==> config.mk <==
export PLATFORM = sky130hd
export DESIGN_NAME = rsebs_reset_ctrl
export DESIGN_NICKNAME = d
export VERILOG_FILES = /design/src/rsebs_pkg.sv /design/src/rsebs_reset_ctrl.sv
export SDC_FILE = /design/constraint.sdc
export NUM_CORES = 1
export LEC_CHECK = 0
export ABC_AREA = 1
export BUFFER_PORTS_ARGS = -buffer_cell sky130_fd_sc_hd__buf_2
export CAP_MARGIN = 5
export CORE_MARGIN = 5
export CORE_UTILIZATION = 44
export CTS_CLUSTER_SIZE = 14
export DETAILED_ROUTE_END_ITERATION = 10
export PLACE_DENSITY = 0.75
export SETUP_SLACK_MARGIN = 0.1
export SYNTH_ARGS = -nofsm -noshare
export SYNTH_HDL_FRONTEND = slang
export SYNTH_SLANG_ARGS = --single-unit
==> constraint.sdc <==
create_clock -name clk -period 1.25 [get_ports clk]
set_input_delay 0 -clock clk [delete_from_list [all_inputs] [get_ports clk]]
set_output_delay 0 -clock clk [all_outputs]
set_load 0.02 [all_outputs]
==> src/rsebs_pkg.sv <==
// Purpose: Shared constants and types for the reset entry/exit and boot select block
// Assumes: 50 MHz system clock, one clock domain
// Notes: Source vector bit positions are fixed here and used by the core module
`default_nettype none
package rsebs_pkg;
  // Reset source bit positions
  localparam int SRC_POR = 0;
  localparam int SRC_PIN = 1;
  localparam int SRC_CMP = 2;
  localparam int SRC_SW = 3;
  localparam int SRC_SUPPLY = 4;
  localparam int SRC_WDOG = 5;
  localparam int SRC_MISCLK = 6;
  localparam int SRC_FLASH = 7;
  localparam int SRC_USB = 8;
  localparam int NUM_SRC = 9;
  // Boot selection
  localparam logic [7:0] BOOT_SIG_PRESENT = 8'hA5;
  localparam logic [15:0] APP_VECTOR = 16'h0000;
  localparam logic [15:0] BOOT_VECTOR_DEF = 16'h9800; // Plain default, a parameter of the top
  // Hold counter limit; the internal reset lasts at least this plus two cycles
  localparam logic [3:0] HOLD_CYCLES = 4'h2;
  localparam logic [2:0] WDOG_TIMEOUT_MAX = 3'h7;
  localparam logic [1:0] CLK_SEL_INTOSC = 2'h0;
  localparam logic PORT_LATCH_RESET = 1'b1;

  // Sequencer states
  typedef enum logic [2:0] {
    RSEBS_RUN = 3'b001,
    RSEBS_HOLD = 3'b010,
    RSEBS_EXIT = 3'b100
  } rsebs_state_t;

  // Controls to the core
  typedef struct packed {
    logic coreHalt;
    logic regInit;
    logic pcClear;
    logic [15:0] startVector;
    logic [1:0] clkSel;
  } rsebs_core_t;

  // Controls to the port logic, watchdog and peripherals
  typedef struct packed {
    logic portLatchSet;
    logic portOpenDrain;
    logic weakPullupEn;
    logic irqTimerDisable;
    logic ramWriteBlock;
    logic wdogEnable;
    logic wdogTimeoutDefault;
    logic [2:0] wdogTimeout;
  } rsebs_periph_t;
endpackage : rsebs_pkg
`default_nettype wire

==> src/rsebs_reset_ctrl.sv <==
// Purpose: Combines reset sources, drives reset entry effects and picks the start vector on exit
// Assumes: Sources are asynchronous levels; signature byte is stable from flash while in reset
// Notes: The pin request is ignored while this block sinks the pin, so its own drive never reads back as a source
`default_nettype none
module rsebs_reset_ctrl
  import rsebs_pkg::*;
#(
  parameter logic [15:0] BOOT_VECTOR = BOOT_VECTOR_DEF
) (
  input wire logic clk,
  input wire logic resetn,
  input wire logic [NUM_SRC-1:0] resetSrc,
  input wire logic externalResetPinIn,
  input wire logic [7:0] bootSignature,
  output logic externalResetPinOut,
  output logic externalResetPinOe,
  output logic sysResetActive,
  output rsebs_core_t coreCtrl,
  output rsebs_periph_t periphCtrl
);

  ////////////////////////////////////////////////////////////////////////////
  // Input synchronisers: first stage read only by second
  logic [NUM_SRC-1:0] srcMeta_q, srcSync_q;
  logic pinMeta_q, pinSync_q;
  logic oeDly1_q, oeDly2_q;
  logic pinReq;

  // Sources and the inverted pin each pass two flip-flops before any logic reads them
  always_ff @(posedge clk or negedge resetn) begin
    if (!resetn) begin
      srcMeta_q <= '0;
      srcSync_q <= '0;
      pinMeta_q <= 1'b0;
      pinSync_q <= 1'b0;
      oeDly1_q <= 1'b1;
      oeDly2_q <= 1'b1;
    end else begin
      srcMeta_q <= resetSrc;
      srcSync_q <= srcMeta_q;
      pinMeta_q <= ~externalResetPinIn;
      pinSync_q <= pinMeta_q;
      oeDly1_q <= externalResetPinOe;
      oeDly2_q <= oeDly1_q;
    end
  end

  // Our own sink reads back low on the pin; it is ignored while driving and for the
  // two synchroniser cycles after, otherwise a power-on reset would hold itself forever
  assign pinReq = pinSync_q & ~(externalResetPinOe | oeDly1_q | oeDly2_q);

  ////////////////////////////////////////////////////////////////////////////
  // Sequencer
  rsebs_state_t state_q, state_d;
  logic [3:0] holdCnt_q, holdCnt_d;
  logic pinLow_q, pinLow_d;
  logic [15:0] vector_q, vector_d;
  logic anySrc;

  assign anySrc = (|srcSync_q) | pinReq;

  always_comb begin
    state_d = state_q;
    holdCnt_d = holdCnt_q;
    pinLow_d = pinLow_q;
    vector_d = vector_q;
    case (state_q)
      RSEBS_RUN: begin
        if (anySrc) begin
          state_d = RSEBS_HOLD;
          holdCnt_d = '0;
          pinLow_d = srcSync_q[SRC_POR] | srcSync_q[SRC_SUPPLY];
        end
      end
      RSEBS_HOLD: begin
        if (srcSync_q[SRC_POR] | srcSync_q[SRC_SUPPLY]) begin
          pinLow_d = 1'b1;
        end
        if (anySrc) begin
          holdCnt_d = '0;
        end else if (holdCnt_q < HOLD_CYCLES) begin
          holdCnt_d = holdCnt_q + 4'h1;
        end else begin
          state_d = RSEBS_EXIT;
          vector_d = (bootSignature == BOOT_SIG_PRESENT) ? BOOT_VECTOR : APP_VECTOR;
        end
      end
      RSEBS_EXIT: begin
        pinLow_d = 1'b0;
        state_d = anySrc ? RSEBS_HOLD : RSEBS_RUN;
        holdCnt_d = '0;
      end
      default: begin
        state_d = RSEBS_HOLD;
        holdCnt_d = '0;
      end
    endcase
  end

  // Power-on reset puts the sequencer in hold, so everything is initialised
  always_ff @(posedge clk or negedge resetn) begin
    if (!resetn) begin
      state_q <= RSEBS_HOLD;
      holdCnt_q <= '0;
      pinLow_q <= 1'b1;
      vector_q <= APP_VECTOR;
    end else begin
      state_q <= state_d;
      holdCnt_q <= holdCnt_d;
      pinLow_q <= pinLow_d;
      vector_q <= vector_d;
    end
  end

  ////////////////////////////////////////////////////////////////////////////
  // Registered outputs; computed from next state so they align with it
  logic inReset_d;
  rsebs_core_t core_d;
  rsebs_periph_t periph_d;
  assign inReset_d = (state_d != RSEBS_RUN);

  always_comb begin
    core_d.coreHalt = inReset_d;
    core_d.regInit = (state_d == RSEBS_HOLD);
    core_d.pcClear = inReset_d;
    core_d.clkSel = CLK_SEL_INTOSC;
    core_d.startVector = vector_d;
    periph_d.portLatchSet = inReset_d & PORT_LATCH_RESET;
    periph_d.portOpenDrain = inReset_d;
    periph_d.weakPullupEn = 1'b1;
    periph_d.irqTimerDisable = inReset_d;
    periph_d.ramWriteBlock = inReset_d;
    periph_d.wdogEnable = 1'b1;
    periph_d.wdogTimeoutDefault = inReset_d;
    periph_d.wdogTimeout = WDOG_TIMEOUT_MAX;
  end

  always_ff @(posedge clk or negedge resetn) begin
    if (!resetn) begin
      sysResetActive <= 1'b1;
      coreCtrl <= '{coreHalt: 1'b1, regInit: 1'b1, pcClear: 1'b1, startVector: APP_VECTOR, clkSel: CLK_SEL_INTOSC};
      periphCtrl <= '{portLatchSet: 1'b1, portOpenDrain: 1'b1, weakPullupEn: 1'b1, irqTimerDisable: 1'b1,
                      ramWriteBlock: 1'b1, wdogEnable: 1'b1, wdogTimeoutDefault: 1'b1,
                      wdogTimeout: WDOG_TIMEOUT_MAX};
      externalResetPinOut <= 1'b0;
      externalResetPinOe <= 1'b1;
    end else begin
      sysResetActive <= inReset_d;
      coreCtrl <= core_d;
      periphCtrl <= periph_d;
      externalResetPinOut <= 1'b0;
      externalResetPinOe <= pinLow_d;
    end
  end

  ////////////////////////////////////////////////////////////////////////////
  // Assertions
  AST_HALT: assert property (@(posedge clk) disable iff (!resetn)
    sysResetActive |-> coreCtrl.coreHalt) else $error("Core not halted in reset");
  AST_PORTS: assert property (@(posedge clk) disable iff (!resetn)
    sysResetActive |-> (periphCtrl.portLatchSet && periphCtrl.portOpenDrain)) else $error("Ports not forced");
  AST_PULLUP: assert property (@(posedge clk) disable iff (!resetn)
    periphCtrl.weakPullupEn) else $error("Pull-ups disabled");
  AST_IRQ: assert property (@(posedge clk) disable iff (!resetn)
    sysResetActive |-> periphCtrl.irqTimerDisable) else $error("Interrupts not disabled");
  AST_PINREL: assert property (@(posedge clk) disable iff (!resetn)
    $fell(sysResetActive) |-> !externalResetPinOe) else $error("Pin held low after exit");
  AST_POR_PIN: assert property (@(posedge clk) disable iff (!resetn)
    (state_q == RSEBS_HOLD && srcSync_q[SRC_POR]) |=> externalResetPinOe) else $error("Pin not driven");
  AST_WDOG_PIN: assert property (@(posedge clk) disable iff (!resetn)
    (state_q == RSEBS_RUN && srcSync_q == (NUM_SRC'(1) << SRC_WDOG)) |=> !externalResetPinOe)
    else $error("Watchdog reset drove pin");
  AST_ENTER: assert property (@(posedge clk) disable iff (!resetn)
    (state_q == RSEBS_RUN && anySrc) |=> sysResetActive) else $error("Reset not entered");
  AST_HOLD: assert property (@(posedge clk) disable iff (!resetn)
    $rose(sysResetActive) |-> sysResetActive[*3]) else $error("Reset too short");
  AST_BOOT: assert property (@(posedge clk) disable iff (!resetn)
    (state_d == RSEBS_EXIT && state_q == RSEBS_HOLD && bootSignature == BOOT_SIG_PRESENT)
    |=> coreCtrl.startVector == BOOT_VECTOR) else $error("Wrong boot vector");
  AST_APP: assert property (@(posedge clk) disable iff (!resetn)
    (state_d == RSEBS_EXIT && state_q == RSEBS_HOLD && bootSignature != BOOT_SIG_PRESENT)
    |=> coreCtrl.startVector == APP_VECTOR) else $error("Wrong app vector");
  AST_WDOG: assert property (@(posedge clk) disable iff (!resetn)
    $fell(sysResetActive) |-> (periphCtrl.wdogEnable && periphCtrl.wdogTimeout == WDOG_TIMEOUT_MAX))
    else $error("Watchdog not running at exit");

endmodule : rsebs_reset_ctrl
`default_nettype wire

==> results.toml, run 1 <==
[detailed_routing]
detailedRoute.firstPassIterationCount = 2
vias = 987
totalWireLength_um = 2670
avgRoutedWirePerCell_um = 11.0
drt-initial-drc-count = 27
final_antenna_net_count = 0
drc = 0
vias_per_cell = 4.06

[critical_path]
cp_data_required_time_ns = 1.52
crit_path_top_delay_cell = "dfstp_2"
worstSetupEndpoint = "holdCnt_q[2]$_DFFE_PN0P_"
startpoint = "oeDly1_q$_DFF_PN1_"
r2r-start = "oeDly1_q$_DFF_PN1_"
reg2reg_depth = 8
ff2ff_setup_slack_ns = -0.01
cp_max_fo = 4
slowest_delay_ns = 0.56
worstPathArrival_ns = 1.53
path_delay_family = "simple AND/OR/NAND/NOR gates"
crit_path_start_kind = "flip-flop"
cp_cell_sequence = "inv_2 -> nand2_2 -> nor2_2 -> nor2_4 -> nand4_4 -> nand2_2 -> nand2_1 -> nand2_1"
end_kind = "flip-flop"
path_depth = 8
r2r-end = "holdCnt_q[2]$_DFFE_PN0P_"
crit_type = "reg2reg"
cp_num_buf_inv = 1

[sta]
finalSetupViolCount = 3
layout_setup_ws_ns = -0.0109
finalWorstPathRequiredPeriod_ns = 1.26
worst_hold_slack_ns = 0.210
hold_violations = 0
setup-tns-final_ns = -0.0245
slew_viol_final = 0
rsz0062_at_grt = "yes"
skew_ns = 0.00680
min_period_over_period_pct = 101
fmax_ghz = 0.793

[yosys]
synth_cells = 141
synth.cell_area_mm2 = 0.00148
synth_top_area_cell = "dfrtp_1"
synth_warnings = 0
synth_cell_types = 24
syn_area_per_cell_um2 = 10.5
netlist.area_leader.share_pct = 45.6
synth.area.top_cells = "dfrtp_1, buf_4, dfstp_2"
yosysSeqAreaShare_pct = 56.2
ys_ff_latch = 33

[global_routing]
use_met2_pct = 23.5
grt_pass1_vias = 950
grt_pass1_wl_um = 4120
antenna_found_initial = 0
busiest_layer = "met2"
grt.overflow.total = 0
grt_util_all_layers_pct = 12.5
met3_usage_pct = 4.76
grt_use_met1_pct = 12.4
grt_max_degree = 34

[status]
violations = "negative setup slack"
status = "complete, but fails checks"

[cells_and_area]
syn2layout_area_growth_pct = 28.8
nNetsFinal = 217
n_antenna_cell = 0
postLayoutCoreUtil_pct = 57.7
drive_gt1_share_pct = 38.6
fillCellCount = 288
finalNonFillerCells = 243

[cts]
clockRootBuffer = "clkbuf_4"
clkTransAtPathRegs_ns = 0.10
clock_latency_ns = 0.33
htree_num_levels = 2
cts_tree = "yes"
cts.sinks = 33
clk_path_buf_depth = 2
cts_buffers = 5

[power_and_ir_drop]
cellPowerDensity_mw_per_mm2 = 1050
p_seq_share_pct = 56.0
p_int_uw = 1530
comb_power_share_pct = 10.9
p_sw_uw = 481
p_sw_share_pct = 23.9
clkPwrFrac_pct = 33.1
peakVddDrop_mv = 0.779
p_leak_uw = 0.000982

[die]
ios = 54
die_h_um = 68.1
start_util_pct = 44.8
core_mm2 = 0.00331
rows = 21
die_x_um = 68.1
dieArea_mm2 = 0.00463

[worst_hold_path]
min_path_type = "in2async"

[placed_design]
portBuffers = 32
gp_congestion = 0.744
dp.cells = 210
preCtsSetupSlack_ns = -0.0192
dp_hpwl_um = 1620

[run]
maxCapViolCount = 0
## layer usage
layer	up-vias	part of all wire, %
met5	-	0
met3	6	10
met1	445	36
met2	47	53
met4	0	1.6
li1	489	-
## registers in the layout, indices dropped and copies added (netlist names)
register            count
periphCtrl              1
pinMeta_q               1
srcSync_q               9
state_q                 3
holdCnt_q               4
oeDly1_q                1
srcMeta_q               9
externalResetPinOe      1
coreCtrl                2
pinSync_q               1
oeDly2_q                1
## cells in the final DEF (no fill, tap or decap)
master and instances:
nor2_2 5, nor3_4 2, inv_2 3, and3_2 1
nand3_1 5, nor2_4 1, nor2_8 1, nand2_1 19
dfrtp_1 27, clkinv_4 1, clkbuf_4 5, nand2_2 5
clkbuf_8 2, xor2_1 1, nand3_4 1, nand4_4 1
nand3_2 1, a21boi_1 1, buf_4 5, dfstp_2 6
nand4_1 4, buf_6 4, nor4_1 1, inv_1 14
clkinv_2 1, conb_1 21, dlygate4sd3_1 19, buf_2 31
nor2_1 8, ha_1 1
## power by group through the flow
stage                     Clock, uW  Combinational, uW  Sequential [uW]
final                           664                219             1120
after global routing            738                242             1130
after CTS                       688                209             1120
after detailed placement          0                144             1150
after global placement            0                142             1140
after floorplan                   0                137             1140
## per-stage QoR
| step | area (um2) | total power, uW |
|---|---|---|
| 5_1_grt | 1910 | 2110 |
| 6_report | 1910 | 2010 |
| 3_5_place_dp | 1560 | 1290 |
| 4_1_cts | 1890 | 2020 |
| 3_3_place_gp | 1560 | 1290 |
| 2_1_floorplan | 1550 | 1280 |
## logic make-up (layout without fill, tap and decap cells)
| group | count (synthesis) | count (layout) | share of synthesized area (%) |
|---|---|---|---|
| simple gates | 55 | 55 | 21.5 |
| buf+inv | 48 | 85 | 19.8 |
| flops | 33 | 33 | 56.2 |
| other cells | 2 | 21 | 0.507 |
| fa+ha+maj | 1 | 1 | 0.844 |
| compound gates | 1 | 1 | 0.507 |
| xor+xnor | 1 | 1 | 0.591 |
## synthesized netlist by cell type
library cell  instances
nor2_8                1
xor2_1                1
ha_1                  1
nor3_2                1
nor2_4                1
inv_2                 2
dfstp_2               6
buf_4                30
dfrtp_1              27
nand3_1               6
nor4_1                1
and3_2                1
inv_1                15
nand2_2               3
nand4_4               1
conb_1                2
nand4_1               4
nand3_4               1
nor2_1               10
nand2_1              21
nor3_4                1
nor2_2                3
clkinv_2              1
a21boi_1              1
## final cells by class
cell class	count	area [um2]	share of cell area [%]
clock buffers	7	65.1	3.41
clock inverters	1	5.00	0.262
inverters	18	72.6	3.80
multi-input cells	79	448	23.5
flip-flops and latches	33	833	43.6
well taps	46	57.6	3.01
repair buffers	59	428	22.4
## worst register-to-register path, stage by stage (launching register included)
cell and delay [ns]:
dfstp_2 0.56, inv_2 0.04, nand2_2 0.06, nor2_2 0.05, nor2_4 0.14, nand4_4 0.14, nand2_2 0.11, nand2_1 0.05
nand2_1 0.05
## how the worst min path moves through the flow
stage	slack [ns]	from	end	depth (start not counted)
2_1_floorplan	-0.30	resetn	coreCtrl[14]$_DFFE_PN0P_	0
6_report	0.21	resetn	srcSync_q[3]$_DFF_PN0_	3
3_3_place_gp	0.03	resetn	srcMeta_q[8]$_DFF_PN0_	2
3_5_place_dp	0.04	resetn	srcMeta_q[8]$_DFF_PN0_	2
5_1_grt	0.25	resetn	srcSync_q[0]$_DFF_PN0_	3
4_1_cts	0.20	resetn	srcSync_q[3]$_DFF_PN0_	3
## repair_timing
action | CTS | global route
hold endpoints to repair | 44 | 0
pin swaps | 8 | 3
hold buffers | 19 | 0
buffers inserted | 4 | 2
endpoints found under the setup margin | 11 | 12
gates resized for setup | 10 | 3
Power figures use the tool's default switching activity.
==> run 2: changes to the inputs <==
CAP_MARGIN = not set   (was 5)
MAX_ROUTING_LAYER = met4   (was not set)
==> run 2 against run 1 <==
Net effect:
- the flow still finishes with violations (negative setup slack)
- non-clock buffer count unchanged
- critical path type unchanged
- routed wire length decreased by 0.15%
- highest routed layer unchanged
- core utilization unchanged
- sequential power about the same
==> results.toml, run 2 (same netlist as run 1, synthesis figures left out) <==
[run]
maxCapViolCount = 0

[critical_path]
worstPathArrival_ns = 1.53
slowest_delay_ns = 0.56
reg2reg_depth = 8
cp_max_fo = 4
end_kind = "flip-flop"
crit_path_start_kind = "flip-flop"
crit_type = "reg2reg"
cp_cell_sequence = "inv_2 -> nand2_2 -> nor2_2 -> nor2_4 -> nand4_4 -> nand2_2 -> nand2_1 -> nand2_1"
r2r-end = "holdCnt_q[2]$_DFFE_PN0P_"
r2r-start = "oeDly1_q$_DFF_PN1_"
cp_data_required_time_ns = 1.52
ff2ff_setup_slack_ns = -0.01
crit_path_top_delay_cell = "dfstp_2"

[cts]
clkTransAtPathRegs_ns = 0.10
clock_latency_ns = 0.33
cts_buffers = 5
cts.sinks = 33
cts_tree = "yes"
clockRootBuffer = "clkbuf_4"
clk_path_buf_depth = 2
htree_num_levels = 2

[sta]
fmax_ghz = 0.793
layout_setup_ws_ns = -0.0106
rsz0062_at_grt = "yes"
min_period_over_period_pct = 101
slew_viol_final = 0
hold_violations = 0
finalSetupViolCount = 3
skew_ns = 0.00659
setup-tns-final_ns = -0.0243
finalWorstPathRequiredPeriod_ns = 1.26

[detailed_routing]
final_antenna_net_count = 0
vias = 987
drc = 0
vias_per_cell = 4.06
avgRoutedWirePerCell_um = 11.0
detailedRoute.firstPassIterationCount = 2
drt-initial-drc-count = 27
totalWireLength_um = 2670

[placed_design]
gp_congestion = 0.753
portBuffers = 32
preCtsSetupSlack_ns = -0.0192
dp_hpwl_um = 1620

[global_routing]
grt_max_degree = 34
grt_pass1_vias = 951
grt_pass1_wl_um = 4120
grt.overflow.total = 0
antenna_found_initial = 0
grt_util_all_layers_pct = 12.9

[die]
start_util_pct = 44.8
rows = 21
die_h_um = 68.1
dieArea_mm2 = 0.00463
core_mm2 = 0.00331
ios = 54
die_x_um = 68.1

[power_and_ir_drop]
peakVddDrop_mv = 0.779
cellPowerDensity_mw_per_mm2 = 1050
p_leak_uw = 0.000982
report.power.total_uw = 2010

[status]
violations = "negative setup slack"
status = "complete, but fails checks"

[cells_and_area]
syn2layout_area_growth_pct = 28.8
nNetsFinal = 217
reg_top3 = "srcMeta_q (9), srcSync_q (9), holdCnt_q (4)"
drive_gt1_share_pct = 38.6
fillCellCount = 288
n_antenna_cell = 0
final_common_cell = "buf_2"
most-common-layout-cells = "buf_2, dfrtp_1, conb_1, nand2_1, dlygate4sd3_1"

[worst_hold_path]
min_path_type = "in2async"
-- run 2: cell counts in the layout (fill, tap and decap cells not counted) --
Identical to the previous run, type by type.
-- run 2: per-stage QoR --
step,area (um2),util (%),std cells,hold WS (ns)
2_1_floorplan,1550,-,160,-0.296
3_3_place_gp,1560,47.2,210,0.0323
3_5_place_dp,1560,47.2,210,0.0376
4_1_cts,1890,57.0,241,0.197
5_1_grt,1910,57.7,243,0.252
6_report,1910,57.7,243,0.211
-- run 2: area by class of cell --
type / count / area, um2 / area share [%]
Multi-Input combinational cell: 79 / 448 / 23.5
Tap cell: 46 / 57.6 / 3.01
Inverter: 18 / 72.6 / 3.80
Sequential cell: 33 / 833 / 43.6
Timing Repair Buffer: 59 / 428 / 22.4
Clock inverter: 1 / 5.00 / 0.262
Clock buffer: 7 / 65.1 / 3.41
-- run 2: worst max path at each step --
stage,from,endpoint
final,oeDly1_q$_DFF_PN1_,holdCnt_q[2]$_DFFE_PN0P_
after global routing,oeDly1_q$_DFF_PN1_,holdCnt_q[2]$_DFFE_PN0P_
after detailed placement,externalResetPinOe$_DFFE_PN1P_,coreCtrl[14]$_DFFE_PN0P_
after global placement,externalResetPinOe$_DFFE_PN1P_,coreCtrl[14]$_DFFE_PN0P_
after CTS,oeDly1_q$_DFF_PN1_,holdCnt_q[1]$_DFFE_PN0P_
after floorplan,externalResetPinOe$_DFFE_PN1P_,holdCnt_q[0]$_DFFE_PN0P_
-- run 2: critical path: cells and delay by family, from the launching register on --
| kind | cells | cell delay (ns) |
|---|---|---|
| and+or+nand+nor | 7 | 0.60 |
| DFF | 1 | 0.56 |
| buffers and inverters | 1 | 0.04 |
-- run 2: routing by layer --
metal	track usage, %	share of wire (%)
met1	12.5	36
met2	23.5	53
met3	4.60	10
met4	4.47	1.6
met5	-	0
-- run 2: timing repair --
action / CTS / global route
setup buffers: 4 / 2
gates resized for setup: 10 / 3
hold buffers: 19 / 0
hold endpoints to repair: 44 / 0
setup endpoints to repair: 11 / 12
pin swaps: 8 / 3
-- run 2: power breakdown --
part           internal [uW]  total [uW]  leakage, uW  switching (uW)
Clock                    326         664    0.0000413             338
Sequential              1110        1120     0.000389            15.4
Combinational           92.2         219     0.000551             127
